## src/core/p3p_params.svh

```systemverilog
// constants for the port pin mode and alternate function block
`ifndef P3P_PARAMS_SVH
`define P3P_PARAMS_SVH

// ****************************************
// register offsets
// ****************************************
`define P3P_ADDR_W        3
`define P3P_OFS_LATCH     3'h0
`define P3P_OFS_MODE_LO   3'h1
`define P3P_OFS_MODE_HI   3'h2
`define P3P_OFS_PIN_STATE 3'h3
`define P3P_OFS_IRQ_STAT  3'h4
`define P3P_OFS_IRQ_EN    3'h5
`define P3P_OFS_IRQ_CLR   3'h6

// ****************************************
// reset values
// ****************************************
`define P3P_LATCH_RST     8'hFF
`define P3P_MODE_RST      8'h00
`define P3P_IRQ_RST       4'h0

// ****************************************
// interrupt status bit positions
// ****************************************
`define P3P_IRQ_W         4
`define P3P_IRQ_CCRST     0
`define P3P_IRQ_EXT0      1
`define P3P_IRQ_EXT1      2
`define P3P_IRQ_WDT       3

// ****************************************
// timing
// ****************************************
`define P3P_CLK_MHZ       200
`define P3P_RST_PULSE_NS  100
`define P3P_CNT_W         16

`endif

```

## src/core/p3p_pkg.sv

```systemverilog
// types shared by the port pin block
package p3p_pkg;

	// ****************************************
	// pin output modes, order follows {low,high} select bits
	// ****************************************
	typedef enum logic [1:0] {
		P3P_QUASI,
		P3P_PUSH,
		P3P_HIZ,
		P3P_ODRAIN
	} p3p_mode_e;

	// ****************************************
	// reset pin driver states
	// ****************************************
	typedef enum logic [0:0] {
		P3P_RST_IDLE,
		P3P_RST_PULSE
	} p3p_rst_e;

endpackage

```

## src/core/p3p_sync.sv

```systemverilog
// three-stage input synchroniser with agreement filter
module p3p_sync
	import p3p_pkg::*;
#(
	parameter int               WIDTH   = 1,
	parameter logic [WIDTH-1:0] RST_VAL = '0
) (
	input  wire logic             clk,
	input  wire logic             rst,
	input  wire logic [WIDTH-1:0] async_in,
	output logic      [WIDTH-1:0] sync_out
);

	// ****************************************
	// stages
	// ****************************************
	logic [WIDTH-1:0] s1_r;    // first stage, read by s2 only
	logic [WIDTH-1:0] s2_r;    // second stage
	logic [WIDTH-1:0] s3_r;    // third stage
	wire  [WIDTH-1:0] agree_w; // second and third stage match

	assign agree_w = s2_r ~^ s3_r;

	// shift chain, output follows once two stages agree
	always_ff @(posedge clk) begin
		if (rst) begin
			s1_r     <= RST_VAL;
			s2_r     <= RST_VAL;
			s3_r     <= RST_VAL;
			sync_out <= RST_VAL;
		end else begin
			s1_r     <= async_in;
			s2_r     <= s1_r;
			s3_r     <= s2_r;
			sync_out <= (agree_w & s3_r) | (~agree_w & sync_out);
		end
	end

endmodule

```

## src/core/p3p_port.sv

```systemverilog
// eight-bit port with per-pin output modes, alternate functions and reset pin
//
// Function
// (RULE1) mode per pin from two select registers
// (RULE2) select bits 00 give quasi-bidirectional default
// (RULE3) 01 push-pull, 10 high-z, 11 open drain
// (RULE4) reset drives all pins resistively high asynchronously
// (RULE5) reset pin resets device, pulses on watchdog
// (RULE6) pin 0 serial receive, capcomp event
// (RULE7) pin 1 serial transmit, capcomp reset rising
// (RULE8) pins 2,3 irqs; pins 2-5 compare outputs
// (RULE9) pins 4,5 timer zero/one count inputs
// (RULE10) pins 6,7 external write/read strobes
// (RULE11) alternate output ANDed with latch, mode applies
//
// Decided for this implementation: the address-and-strobe port and the register addresses.
`include "p3p_params.svh"
module p3p_port
	import p3p_pkg::*;
#(
	parameter int   CLK_MHZ        = `P3P_CLK_MHZ,
	parameter int   RST_PULSE_NS   = `P3P_RST_PULSE_NS,
	parameter logic RST_ACTIVE_LVL = 1'b0 // pin level that means reset
) (
	input  wire logic                  CLOCK,
	input  wire logic                  RESET,
	input  wire logic [`P3P_ADDR_W-1:0] ADDR,
	input  wire logic [7:0]            WDATA,
	input  wire logic                  WR_STB,
	input  wire logic                  RD_STB,
	output logic      [7:0]            RDATA,
	input  wire logic [7:0]            PIN_IN,
	output logic      [7:0]            PIN_OUT,
	output logic      [7:0]            PIN_OE,
	output logic      [7:0]            PIN_PULLUP,
	input  wire logic                  RST_PIN_IN,
	output logic                       RST_PIN_OUT,
	output logic                       RST_PIN_OE,
	output logic                       DEVICE_RESET,
	input  wire logic                  WATCHDOG_TIMER_OVF,
	input  wire logic                  UART_TXD,
	input  wire logic                  UART_TXD_EN,
	input  wire logic [3:0]            COMPARE_SETRESET_OUT,
	input  wire logic [3:0]            COMPARE_SETRESET_EN,
	input  wire logic                  XDATA_ACCESS,
	input  wire logic                  XDATA_WR_N,
	input  wire logic                  XDATA_RD_N,
	output logic                       UART_RXD,
	output logic                       CAPCOMP_TIMER_EVENT_IN,
	output logic                       CAPCOMP_TIMER_RESET_IN,
	output logic                       EXT_IRQ_ZERO,
	output logic                       EXT_IRQ_ONE,
	output logic                       TIMER_ZERO_COUNT_IN,
	output logic                       TIMER_ONE_COUNT_IN,
	output logic                       IRQ
);

	// ****************************************
	// derived timing
	// ****************************************
	localparam int RST_PULSE_RAW = (RST_PULSE_NS * CLK_MHZ + 999) / 1000;
	localparam int RST_PULSE_CYC = (RST_PULSE_RAW < 1) ? 1 : RST_PULSE_RAW;
	localparam logic [`P3P_CNT_W-1:0] PULSE_LOAD = `P3P_CNT_W'(RST_PULSE_CYC - 1);

	// ****************************************
	// functions
	// ****************************************
	// strobe hit on one register offset
	function automatic logic hit(input logic [`P3P_ADDR_W-1:0] a,
	                             input logic [`P3P_ADDR_W-1:0] o,
	                             input logic                   s);
		hit = s && (a == o);
	endfunction

	// pin drive {oe, out, pullup} from mode and data
	function automatic logic [2:0] drive(input p3p_mode_e m, input logic d);
		case (m)
			P3P_QUASI:  drive = {~d, 1'b0, d};  // low strong, high weak
			P3P_PUSH:   drive = {1'b1, d, 1'b0}; // both levels strong
			P3P_HIZ:    drive = 3'h0;            // input only
			P3P_ODRAIN: drive = {~d, 1'b0, 1'b0}; // low only, no pullup
			default:    drive = 3'h0;
		endcase
	endfunction

	// ****************************************
	// state
	// ****************************************
	logic [7:0]            latch_r;    // port output latch
	logic [7:0]            mode_lo_r;  // low mode select bits
	logic [7:0]            mode_hi_r;  // high mode select bits
	logic [`P3P_IRQ_W-1:0] irq_en_r;   // interrupt enables
	logic [`P3P_IRQ_W-1:0] irq_stat_r; // sticky event bits
	logic [`P3P_IRQ_W-1:0] irq_stat_nxt;
	logic [7:0]            oe_r;       // registered pin enables
	logic [7:0]            out_r;      // registered pin data
	logic [7:0]            pu_r;       // registered pullups
	logic [8:0]            pin_q;      // filtered pins, bit 8 reset pin
	logic [8:0]            prev_q;     // filtered pins one cycle back
	p3p_rst_e              rst_st_r;   // reset pin driver state
	p3p_rst_e              rst_st_nxt;
	logic [`P3P_CNT_W-1:0] cnt_r;      // pulse length counter
	logic [`P3P_CNT_W-1:0] cnt_nxt;

	// ****************************************
	// input synchroniser
	// ****************************************
	p3p_sync #(
		.WIDTH   (9),
		.RST_VAL ({~RST_ACTIVE_LVL, 8'hFF})
	) u_sync (
		.clk      (CLOCK),
		.rst      (RESET),
		.async_in ({RST_PIN_IN, PIN_IN}),
		.sync_out (pin_q)
	);

	// ****************************************
	// register decode
	// ****************************************
	wire wr_latch_w   = hit(ADDR, `P3P_OFS_LATCH, WR_STB);
	wire wr_mode_lo_w = hit(ADDR, `P3P_OFS_MODE_LO, WR_STB);
	wire wr_mode_hi_w = hit(ADDR, `P3P_OFS_MODE_HI, WR_STB);
	wire wr_irq_en_w  = hit(ADDR, `P3P_OFS_IRQ_EN, WR_STB);
	wire wr_irq_clr_w = hit(ADDR, `P3P_OFS_IRQ_CLR, WR_STB);
	wire [`P3P_IRQ_W-1:0] clr_mask_w = wr_irq_clr_w ? WDATA[`P3P_IRQ_W-1:0] : '0;

	// read selection, unmapped and write-only offsets read zero
	wire [7:0] rd_val_w =
		(ADDR == `P3P_OFS_LATCH)     ? latch_r :
		(ADDR == `P3P_OFS_MODE_LO)   ? mode_lo_r :
		(ADDR == `P3P_OFS_MODE_HI)   ? mode_hi_r :
		(ADDR == `P3P_OFS_PIN_STATE) ? pin_q[7:0] :
		(ADDR == `P3P_OFS_IRQ_STAT)  ? {4'h0, irq_stat_r} :
		(ADDR == `P3P_OFS_IRQ_EN)    ? {4'h0, irq_en_r} : 8'h00;

	// ****************************************
	// alternate outputs and pin drive
	// ****************************************
	// pin 0 has no alternate output
	wire [7:0] alt_en_w  = {XDATA_ACCESS, XDATA_ACCESS, COMPARE_SETRESET_EN,
	                        UART_TXD_EN, 1'b0}; // RULE7 RULE8 RULE10
	wire [7:0] alt_val_w = {XDATA_RD_N, XDATA_WR_N, COMPARE_SETRESET_OUT,
	                        UART_TXD, 1'b1}; // RULE7 RULE8 RULE10
	// inactive alternate leaves the latch alone
	wire [7:0] eff_w     = latch_r & (alt_val_w | ~alt_en_w); // RULE11
	wire [7:0] push_w    = ~mode_lo_r & mode_hi_r;
	wire [7:0] hiz_w     = mode_lo_r & ~mode_hi_r;
	wire [7:0] od_w      = mode_lo_r & mode_hi_r;
	wire [2:0] drv_w [8];

	genvar gi;
	generate
		for (gi = 0; gi < 8; gi++) begin : g_pin
			// per-pin mode from the matching bit of both selects
			assign drv_w[gi] = drive(p3p_mode_e'({mode_lo_r[gi], mode_hi_r[gi]}),
			                         eff_w[gi]); // RULE1 RULE2 RULE3
		end
	endgenerate

	wire [7:0] oe_nxt_w;
	wire [7:0] out_nxt_w;
	wire [7:0] pu_nxt_w;
	generate
		for (gi = 0; gi < 8; gi++) begin : g_split
			assign oe_nxt_w[gi]  = drv_w[gi][2];
			assign out_nxt_w[gi] = drv_w[gi][1];
			assign pu_nxt_w[gi]  = drv_w[gi][0];
		end
	endgenerate

	// ****************************************
	// events
	// ****************************************
	wire [`P3P_IRQ_W-1:0] evt_w;
	assign evt_w[`P3P_IRQ_CCRST] = pin_q[1] & ~prev_q[1]; // RULE7
	assign evt_w[`P3P_IRQ_EXT0]  = ~pin_q[2] & prev_q[2];
	assign evt_w[`P3P_IRQ_EXT1]  = ~pin_q[3] & prev_q[3];
	assign evt_w[`P3P_IRQ_WDT]   = WATCHDOG_TIMER_OVF;

	// set beats a clear in the same cycle
	assign irq_stat_nxt = (irq_stat_r & ~clr_mask_w) | evt_w;

	// ****************************************
	// reset pin pulse control
	// ****************************************
	always_comb begin
		rst_st_nxt = rst_st_r;
		cnt_nxt    = cnt_r;
		case (rst_st_r)
			P3P_RST_IDLE: begin
				// watchdog overflow starts a pulse
				if (WATCHDOG_TIMER_OVF) begin
					rst_st_nxt = P3P_RST_PULSE; // RULE5
					cnt_nxt    = PULSE_LOAD;
				end
			end
			P3P_RST_PULSE: begin
				// count out the pulse length
				if (cnt_r == '0) begin
					rst_st_nxt = P3P_RST_IDLE;
				end else begin
					cnt_nxt = cnt_r - 1'b1;
				end
			end
			default: begin
				rst_st_nxt = P3P_RST_IDLE;
				cnt_nxt    = '0;
			end
		endcase
	end

	// ****************************************
	// registers
	// ****************************************
	// software registers
	always_ff @(posedge CLOCK) begin
		if (RESET) begin
			latch_r    <= `P3P_LATCH_RST;
			mode_lo_r  <= `P3P_MODE_RST; // RULE2
			mode_hi_r  <= `P3P_MODE_RST; // RULE2
			irq_en_r   <= `P3P_IRQ_RST;
			irq_stat_r <= `P3P_IRQ_RST;
			RDATA      <= 8'h00;
		end else begin
			if (wr_latch_w)   latch_r   <= WDATA;
			if (wr_mode_lo_w) mode_lo_r <= WDATA; // RULE1
			if (wr_mode_hi_w) mode_hi_r <= WDATA; // RULE1
			if (wr_irq_en_w)  irq_en_r  <= WDATA[`P3P_IRQ_W-1:0];
			irq_stat_r <= irq_stat_nxt;
			RDATA      <= RD_STB ? rd_val_w : 8'h00;
		end
	end

	// pin drivers
	always_ff @(posedge CLOCK) begin
		if (RESET) begin
			oe_r  <= 8'h00;
			out_r <= 8'hFF;
			pu_r  <= 8'hFF;
		end else begin
			oe_r  <= oe_nxt_w; // RULE3
			out_r <= out_nxt_w; // RULE3
			pu_r  <= pu_nxt_w; // RULE2
		end
	end

	// reset forces weak high without waiting for an edge
	assign PIN_OE     = oe_r & {8{~RESET}}; // RULE4
	assign PIN_PULLUP = pu_r | {8{RESET}}; // RULE4
	assign PIN_OUT    = out_r;

	// alternate inputs, reset pin and interrupt output
	always_ff @(posedge CLOCK) begin
		if (RESET) begin
			prev_q                 <= 9'h1FF;
			UART_RXD               <= 1'b1;
			CAPCOMP_TIMER_EVENT_IN <= 1'b1;
			CAPCOMP_TIMER_RESET_IN <= 1'b0;
			EXT_IRQ_ZERO           <= 1'b1;
			EXT_IRQ_ONE            <= 1'b1;
			TIMER_ZERO_COUNT_IN    <= 1'b1;
			TIMER_ONE_COUNT_IN     <= 1'b1;
			rst_st_r               <= P3P_RST_IDLE;
			cnt_r                  <= '0;
			RST_PIN_OE             <= 1'b0;
			RST_PIN_OUT            <= RST_ACTIVE_LVL;
			DEVICE_RESET           <= 1'b0;
			IRQ                    <= 1'b0;
		end else begin
			prev_q                 <= pin_q;
			UART_RXD               <= pin_q[0]; // RULE6
			CAPCOMP_TIMER_EVENT_IN <= pin_q[0]; // RULE6
			CAPCOMP_TIMER_RESET_IN <= evt_w[`P3P_IRQ_CCRST]; // RULE7
			EXT_IRQ_ZERO           <= pin_q[2]; // RULE8
			EXT_IRQ_ONE            <= pin_q[3]; // RULE8
			TIMER_ZERO_COUNT_IN    <= pin_q[4]; // RULE9
			TIMER_ONE_COUNT_IN     <= pin_q[5]; // RULE9
			rst_st_r               <= rst_st_nxt;
			cnt_r                  <= cnt_nxt;
			RST_PIN_OE             <= (rst_st_nxt == P3P_RST_PULSE); // RULE5
			RST_PIN_OUT            <= RST_ACTIVE_LVL;
			DEVICE_RESET           <= (pin_q[8] == RST_ACTIVE_LVL); // RULE5
			IRQ                    <= |(irq_stat_nxt & irq_en_r);
		end
	end

	// ****************************************
	// assertions
	// ****************************************
	localparam int PULSE_A = RST_PULSE_CYC;
endmodule

```

## config.mk

```make
export PLATFORM = sky130hd
export DESIGN_NAME = p3p_port
export DESIGN_NICKNAME = d
export VERILOG_FILES = /design/src/core/p3p_pkg.sv /design/src/core/p3p_sync.sv /design/src/core/p3p_port.sv
export VERILOG_INCLUDE_DIRS = /design/src /design/src/core
export SDC_FILE = /design/constraint.sdc
export NUM_CORES = 1
export LEC_CHECK = 0
export CAP_MARGIN = 15
export CORE_MARGIN = 3
export CORE_UTILIZATION = 36
export DETAILED_ROUTE_END_ITERATION = 12
export DONT_BUFFER_PORTS = 1
export GPL_TIMING_DRIVEN = 0
export PLACE_DENSITY = 0.51
export SYNTH_ARGS = -nofsm -noshare
export SYNTH_HDL_FRONTEND = slang
export SYNTH_HIERARCHICAL = 1
export SYNTH_SLANG_ARGS = --single-unit
```

## constraint.sdc

```tcl
create_clock -name CLOCK -period 2.74 [get_ports CLOCK]
set_clock_uncertainty 0.2 [all_clocks]
set_input_delay 0.137 -clock CLOCK [delete_from_list [all_inputs] [get_ports CLOCK]]
set_output_delay 0.137 -clock CLOCK [all_outputs]
set_load 0.01 [all_outputs]
```

; Yosys cells after proc, flatten, opt, wreduce, memory -nomap -nowiden
; Cells that the tools add are included.
[op_classes]
n_addsub = 1
eq_ne = 32
muxes = 21
bitwise = 32
reduce_logical = 18
[op_table]
columns = operator, n
row1 = 3-bit case mux with 4 select lines, 8
row2 = 2-bit equality test (second input constant), 16
row3 = 16-bit 2-to-1 mux, 2
row4 = 8-bit 2-to-1 mux, 4
row5 = 16-bit case mux with 2 select lines, 1
row6 = 9-bit AND, 2
row7 = 8-bit AND, 2
row8 = 2-bit by 1-bit equality test with 1-bit output (second input constant), 8
row9 = 16-bit zero test, 1
row10 = 2-bit zero test, 8
row11 = 8-bit OR, 2
row12 = 16-bit by 1-bit subtractor with 16-bit output (second input constant), 1
row13 = 1-bit inverter, 15
row14 = 4-bit 2-to-1 mux, 3
row15 = 3-bit equality test (second input constant), 3
row16 = 9-bit inverter, 1
row17 = 9-bit OR, 1
row18 = 9-bit XNOR, 1
row19 = 4-bit AND, 2
row20 = 8-bit inverter, 1
row21 = 3-bit by 2-bit equality test with 1-bit output (second input constant), 2
row22 = 1-bit logical AND, 5
row23 = 2-bit inequality test (second input constant), 2
row24 = 4-bit inverter, 1
row25 = 9 further kinds, 12
[word_totals]
ff_bits = 129
input_bits = 38
out_inout_bits = 43

; Depth between registers and ports, before layout
; Gate-level depths: netlist (run 1).
[depth]
ltp_word = 8
depth_mapped = 8
ltp_nobuf = 7

; Cells and area by module
; Netlist (run 1), hierarchy kept.
[by_module_without_submodules]
columns = module, instances, cells_per_inst, area_each_um2, seq_area_each_um2
row1 = p3p_port, 1, 442, 3794.9, 1801.7
row2 = p3p_sync, 1, 93, 1069.8, 720.7

; Worst setup path before layout (run 1)
; OpenSTA, ideal clock, no wires.
[synth_timing]
kind = register to register
startpoint = register cnt_r[0]
endpoint = register cnt_r[15]
t_arrival_ns = 1.910
t_required_ns = 2.425
setup_slack_ns = 0.516
stages_incl_launch_ff = 9
path_buffers = 1
synth_period_minus_slack_ns = 2.224
cell_sequence = dfxtp_1 -> inv_1 -> ha_1 -> nor3b_1 -> and4_1 -> clkbuf_1 -> a2111o_1 -> o31a_1 -> o21a_1
[synth_via]
elab_chain_cells = 3
[synth_rtl]
columns = item, line_no
row1 = start: declaration, p3p_port.sv:102  ; logic [`P3P_CNT_W-1:0] cnt_r;
row2 = start signal: assignment, p3p_port.sv:280  ; cnt_r <= cnt_nxt;
row3 = 16-bit by 1-bit subtractor with 16-bit output or 16-bit zero test (tied branches), "p3p_port.sv:203, p3p_port.sv:200"
row4 = 16-bit 2-to-1 mux or 2-bit inequality test (tied branches), --
row5 = 16-bit case mux with 2 select lines or 2-bit AND reduction (tied branches), --
; Parallel ways exist; a longest one is shown, timed or not. The select of a mux whose other input is x is not followed.
; A chain may end at the register's enable or synchronous reset.

; Worst setup path in the final report (run 1)
; Same ends and word-level chain as after synthesis.

==> impl_metrics.py, run 1 <==
metrics = {
    "floorplanning": {
        "core_um2": 12900,
        "die_w_um": 122,
        "ios": 81,
        "start_util": 0.376,
        "die_area_um2": 14900,
        "fp.dieH_um": 122,
        "rows": 41,
    },
    "synthesis": {
        "netlist_area_um2": 4860,
        "synth-main-ff-cell": "dfxtp_1",
        "async_flop_share": 0,
        "synthXorXnorAreaFrac": 0.00180,
        "ys_seq_area_frac": 0.519,
        "yosys-mux-area-fraction": 0.0504,
        "synthSimpleGateAreaFrac": 0.213,
        "synth.distinct_cells": 56,
        "syn_nets": 574,
        "synth_top_family_by_area": "simple AND/OR/NAND/NOR gates",
        "yosysWarningCount": 6,
        "synth.avg_cell_area_um2": 9.09,
        "synth_compound_area_frac": 0.164,
        "ys_ff_latch": 126,
        "synthAdderAreaFrac": 0.00463,
        "synth_edf_count": 0,
        "syn_inst": 535,
    },
    "finish": {
        "final_common_cell": "dfxtp_1",
        "final_net_count": 647,
        "layout_common_cells": "dfxtp_1, nand2_1, dlygate4sd3_1, nor2_1, a21oi_1",
        "stdcell_count": 793,
        "fillers": 1269,
        "area_growth_pct": 29.3,
        "seqCellArea_um2": 2520,
        "multiInputGateArea_um2": 2110,
        "final_layout_size_suffix_gt1_frac": 0.105,
        "n_antenna_cell": 0,
    },
    "setup_path": {
        "start_kind": "flip-flop",
        "cp-end-kind": "flip-flop",
        "cp_data_required_time_ns": 2.85,
        "crit_arrival_ns": 2.54,
        "cp_slowest_cell": "a2111o_1",
        "slowest_delay_ns": 0.50,
        "crit_type": "flip-flop to flip-flop",
        "crit_chain": "inv_1 -> ha_1 -> nor3b_1 -> and4_1 -> clkbuf_1 -> a2111o_1 -> o31a_1 -> o21a_1",
        "critical_path.max_fanout": 6,
    },
    "clock_tree": {
        "cts_tree": "built",
        "htreeDepth": 4,
        "cts.path.max_buffers": 2,
        "clock_sinks": 126,
        "clk_pin_slew_worst_paths_ns": 0.06,
        "insertion_delay_ns": 0.42,
        "cts_root_buf": "clkbuf_16",
        "cts_buffers": 17,
        "post_cts_resized": 0,
    },
    "power_and_ir_drop": {
        "power_density_nw_per_um2": 800,
        "leakagePower_nw": 2.46,
        "vdd_drop_max_uv": 418,
    },
    "timing": {
        "timing.slew.headroom": 0.332,
        "setup_viol": 0,
        "tightest_slew_ns": 0.998,
        "fmax_mhz": 411,
        "fin_crit_sh": 0.887,
        "setup_tns_ns": 0,
        "rsz0062_at_grt": "false",
        "report.final.slew_viol_count": 0,
        "hold_viol": 0,
        "fin_crit_ns": 2.43,
    },
    "run": {
        "drv_cap": 0,
    },
    "routing": {
        "first_iter_violations": 218,
        "wire_per_inst_um": 15.9,
        "dr.pass1.iters": 5,
        "vias": 3952,
        "wl_um": 12600,
        "via_per_inst": 4.98,
        "drcViolationCount": 0,
        "antenna_left": 0,
    },
    "run_status": {
        "status": "completed",
    },
    "global_route": {
        "grt_pass1_vias": 3829,
        "gr-usage-all-layers": 0.178,
        "antenna_found_initial": 2,
        "grt_pass1_wl_um": 20000,
        "grt_max_degree": 17,
        "grt_overflow_total": 0,
    },
    "worst_hold_path": {
        "hold_class": "input port to flip-flop",
    },
    "placement": {
        "hpwl_um": 8740,
        "port_buffers": 0,
        "gp_congestion": 0.821,
        "placedCellCount": 707,
    },
}
==> cells by family (layout without fill, tap and decap cells) <==
family,after synthesis,count (layout)
multiplexers,22,22
buffers and inverters,51,137
other,1,1
AND/OR/NAND/NOR,213,213
flip-flops,126,126
XOR/XNOR,1,1
adder cells (fa/ha/maj),2,2
AO/OA/AOI/OAI,119,119
==> path summary, 6_finish.rpt <==
check / startpoint / depth (start not counted) / endpoint / slack [ns]
setup / recovery: cnt_r[0]$_SDFFE_PP0P_ / 8 / cnt_r[15]$_SDFFE_PP0P_ / 0.31
hold / removal: WR_STB / 4 / mode_hi_r[4]$_SDFFE_PP0P_ / 0.05
setup reg to reg: cnt_r[0]$_SDFFE_PP0P_ / 8 / cnt_r[15]$_SDFFE_PP0P_ / 0.31
hold reg to reg: u_sync/s1_r[2]$_SDFF_PP1_ / 1 / u_sync/s2_r[2]$_SDFF_PP1_ / 0.20
==> Yosys cell counts (3+ instances only) <==
cell type | number | area [µm²]
o21bai_1 | 9 | 67.6
nor3_1 | 3 | 15.0
nor2_1 | 50 | 188
o41ai_1 | 4 | 35.0
buf_6 | 4 | 45.0
o221ai_1 | 4 | 35.0
and3_1 | 3 | 18.8
or4_1 | 4 | 30.0
a22o_1 | 3 | 26.3
inv_1 | 25 | 93.8
o31ai_1 | 12 | 90.1
o211ai_1 | 4 | 30.0
dfxtp_1 | 126 | 2520
o21ai_0 | 20 | 100
or2_1 | 27 | 169
a31oi_1 | 3 | 18.8
mux2i_1 | 20 | 200
or3_1 | 5 | 31.3
a21oi_1 | 36 | 180
o21a_1 | 3 | 22.5
nand2_1 | 65 | 244
nand3_1 | 13 | 65.1
clkbuf_1 | 16 | 60.1
or2_2 | 19 | 119
nor2b_1 | 17 | 106
==> flip-flops by register name, indices dropped and copies added (netlist names), 3 cells and up, named ones only <==
register / flops
u_sync/s3_r: 9
cnt_r: 16
prev_q: 3
PIN_OUT: 8
mode_hi_r: 8
pu_r: 8
u_sync/s1_r: 9
u_sync/s2_r: 9
irq_stat_r: 4
irq_en_r: 4
RDATA: 8
latch_r: 8
oe_r: 8
mode_lo_r: 8
==> metrics by stage <==
step           total power [mW]   util  setup slack, ns  area (µm²)  hold WS (ns)
2_1_floorplan              2.37      -            0.516        4860        0.0341
3_3_place_gp               2.46  0.393            0.385        5080        0.0354
3_5_place_dp               2.47  0.393            0.327        5080        0.0371
4_1_cts                    5.07  0.487            0.309        6290        0.0378
5_1_grt                    5.25  0.487            0.159        6290        0.0860
6_report                   5.03  0.487            0.310        6290        0.0525
==> area by class of cell <==
cell class,instances,area share
Tap cell,172,0.0342
Sequential cell,126,0.401
Buffer,25,0.0211
Inverter,26,0.0155
Clock buffer,17,0.0676
Timing Repair Buffer,54,0.0859
Clock inverter,15,0.0388
Multi-Input combinational cell,358,0.336
==> where the power goes <==
part | switching (mW) | internal (mW)
combinational | 0.287 | 0.230
sequential | 0.0687 | 1.92
clock | 0.825 | 1.70
==> worst max-delay path, delay by kind of cell, from the launching register on <==
family	cells	cell delay, ns
flops	1	0.37
compound gates	3	0.95
simple gates	2	0.39
buf+inv	2	0.21
fa+ha+maj	1	0.20
==> layer usage <==
layer  GRT usage  vias up  part of all wire
met5           0        -            0.0021
met2       0.272      118              0.46
met3      0.0668       25             0.072
li1            -     1982                 -
met1       0.225     1823              0.45
met4      0.0749        4             0.021
==> timing repair <==
action / in CTS / in global routing
setup buffers: 0 / 0
hold buffers: 54 / 0
endpoints found under the hold margin: 105 / 0
Power figures use the tool's default switching activity.
==> run 2: changes to the inputs <==
--- a/config.mk
+++ b/config.mk
@@ -15,5 +15,4 @@
 export PLACE_DENSITY = 0.51
 export SYNTH_ARGS = -nofsm -noshare
 export SYNTH_HDL_FRONTEND = slang
-export SYNTH_HIERARCHICAL = 1
 export SYNTH_SLANG_ARGS = --single-unit
==> impl_metrics.py, run 2 <==
metrics = {
    "placement": {
        "place_area_um2": 5130,
        "gp_congestion": 0.832,
        "hpwl_um": 8910,
        "port_buffers": 0,
    },
    "routing": {
        "vias": 4124,
        "dr.pass1.iters": 4,
        "wl_um": 13200,
        "antenna_left": 0,
        "wire_per_inst_um": 16.5,
        "drcViolationCount": 0,
        "first_iter_violations": 203,
        "via_per_inst": 5.15,
    },
    "global_route": {
        "antenna_found_initial": 2,
        "grt_max_degree": 17,
        "gr-usage-all-layers": 0.184,
        "grt_pass1_vias": 4026,
        "grt_overflow_total": 0,
        "grt_pass1_wl_um": 20900,
    },
    "floorplanning": {
        "die_w_um": 123,
        "start_util": 0.370,
        "rows": 42,
        "die_area_um2": 15100,
        "fp.dieH_um": 123,
        "ios": 81,
        "core_um2": 13300,
    },
    "finish": {
        "area_growth_pct": 26.1,
        "largest_reg_flops": 16,
        "final_layout_size_suffix_gt1_frac": 0.144,
        "design_area_um2": 6200,
        "final_net_count": 651,
        "layout_common_cells": "dfxtp_1, nand2_1, dlygate4sd3_1, or2_2, a21oi_1",
        "seqCellArea_um2": 2520,
        "fillers": 1295,
        "regMostFlops": "cnt_r",
        "multiInputGateArea_um2": 2160,
        "final_common_cell": "dfxtp_1",
    },
    "power_and_ir_drop": {
        "p_int_mw": 3.61,
        "power.net_switching_mw": 1.24,
        "p_sw_frac": 0.256,
        "power_density_nw_per_um2": 784,
        "vdd_drop_max_uv": 402,
        "clockPowerShare": 0.466,
        "leakagePower_nw": 2.34,
        "comb_power_share": 0.122,
        "pwr-share-seq": 0.413,
    },
    "timing": {
        "rsz0062_at_grt": "false",
        "setup_viol": 0,
        "tightest_slew_ns": 0.793,
        "setup_tns_ns": 0,
        "fmax_mhz": 384,
        "hold_viol": 0,
        "timing.slew.headroom": 0.457,
        "fin_crit_ns": 2.61,
        "report.final.slew_viol_count": 0,
        "fin_crit_sh": 0.951,
    },
    "setup_path": {
        "crit_type": "flip-flop to flip-flop",
        "crit_arrival_ns": 2.68,
        "cp_data_required_time_ns": 2.81,
        "start_kind": "flip-flop",
        "critical_path.max_fanout": 10,
        "cp-end-kind": "flip-flop",
    },
    "synthesis": {
        "netlist_top_cells_area": "dfxtp_1, or2_2, nand2_1, a21oi_1, mux2i_1",
        "synth.distinct_cells": 55,
        "yosysTopAreaCell": "dfxtp_1",
        "synth_top_area_frac": 0.513,
        "syn_nets": 586,
        "yosysWarningCount": 0,
        "syn_inst": 547,
        "synth-main-ff-cell": "dfxtp_1",
        "async_flop_share": 0,
        "synth_edf_count": 0,
        "ys_ff_latch": 126,
        "yosysMostFrequentCell": "dfxtp_1",
        "synth.avg_cell_area_um2": 8.98,
        "ys_seq_area_frac": 0.513,
        "netlist_area_um2": 4910,
        "synth.top_cells.by_count": "dfxtp_1, nand2_1, or2_2",
    },
    "worst_hold_path": {
        "hold_class": "input port to flip-flop",
    },
    "clock_tree": {
        "insertion_delay_ns": 0.42,
        "cts_root_buf": "clkbuf_16",
        "post_cts_buffers": 0,
        "clock_sinks": 126,
        "htreeDepth": 4,
        "cts.path.max_buffers": 2,
        "cts_tree": "built",
        "clk_pin_slew_worst_paths_ns": 0.06,
        "cts_buffers": 17,
    },
    "run": {
        "drv_cap": 0,
    },
    "run_status": {
        "status": "completed",
    },
}
-- run 2: final timing paths --
path / cells past startpoint / startpoint / end / slack [ns]
setup / recovery: 7 / cnt_r[0]$_SDFFE_PP0P_ / cnt_r[0]$_SDFFE_PP0P_ / 0.13
hold / removal: 3 / WR_STB / latch_r[2]$_SDFFE_PP1P_ / 0.005
setup reg to reg: 7 / cnt_r[0]$_SDFFE_PP0P_ / cnt_r[0]$_SDFFE_PP0P_ / 0.13
hold reg to reg: 1 / u_sync.s1_r[8]$_SDFF_PP1_ / u_sync.s2_r[8]$_SDFF_PP1_ / 0.21
-- run 2: metal layers --
layer  vias to the layer above  global-route usage  share of wire
met5                         -                   0         0.0016
met4                         4              0.0714          0.016
met3                        26              0.0553          0.067
met2                       129               0.285           0.46
met1                      1927               0.240           0.46
li1                       2038                   -              -
-- run 2: critical path: stages (launching register included) --
cell and delay, ns:
dfxtp_1 0.34, inv_1 0.07, ha_1 0.27, or4b_1 0.53, or4_4 0.58, buf_6 0.17
a211oi_1 0.23, a211oi_1 0.08
-- run 2: stage by stage --
stage	hold slack (ns)	cells	total power, mW	util	worst slack (ns)
after floorplan	0.0408	547	2.43	-	0.356
after global placement	0.0421	723	2.54	0.386	0.158
after detailed placement	0.0428	723	2.56	0.386	0.0246
after CTS	0.00121	800	4.89	0.466	0.127
after global routing	0.0106	800	5.06	0.466	0.0135
final	0.00472	801	4.86	0.466	0.133
-- run 2: power groups by stage --
stage	combinational (mW)	clock [mW]	sequential (mW)
2_1_floorplan	0.404	0	2.02
3_3_place_gp	0.505	0	2.04
3_5_place_dp	0.516	0	2.04
4_1_cts	0.586	2.30	2.00
5_1_grt	0.651	2.39	2.02
6_report	0.590	2.26	2.00
-- run 2: cell type report --
type                            count  share of cell area
Clock inverter                     14              0.0273
Clock buffer                       17              0.0686
Antenna cell                        1            0.000404
Sequential cell                   126               0.407
Buffer                             30              0.0208
Timing Repair Buffer               46              0.0743
Tap cell                          176              0.0355
Inverter                           29              0.0176
Multi-Input combinational cell    362               0.348
-- run 2: kinds of logic after synthesis --
family | share of synthesized area
buf+inv | 0.0484
flops | 0.513
other cells | 0.000763
compound gates | 0.163
simple gates | 0.231
fa+ha+maj | 0.00458
mux | 0.0387
-- run 2: timing repair --
item,CTS,global route
hold endpoints to repair,82,0
setup endpoints to repair,2,0
resized for setup,1,0
hold buffers,46,0
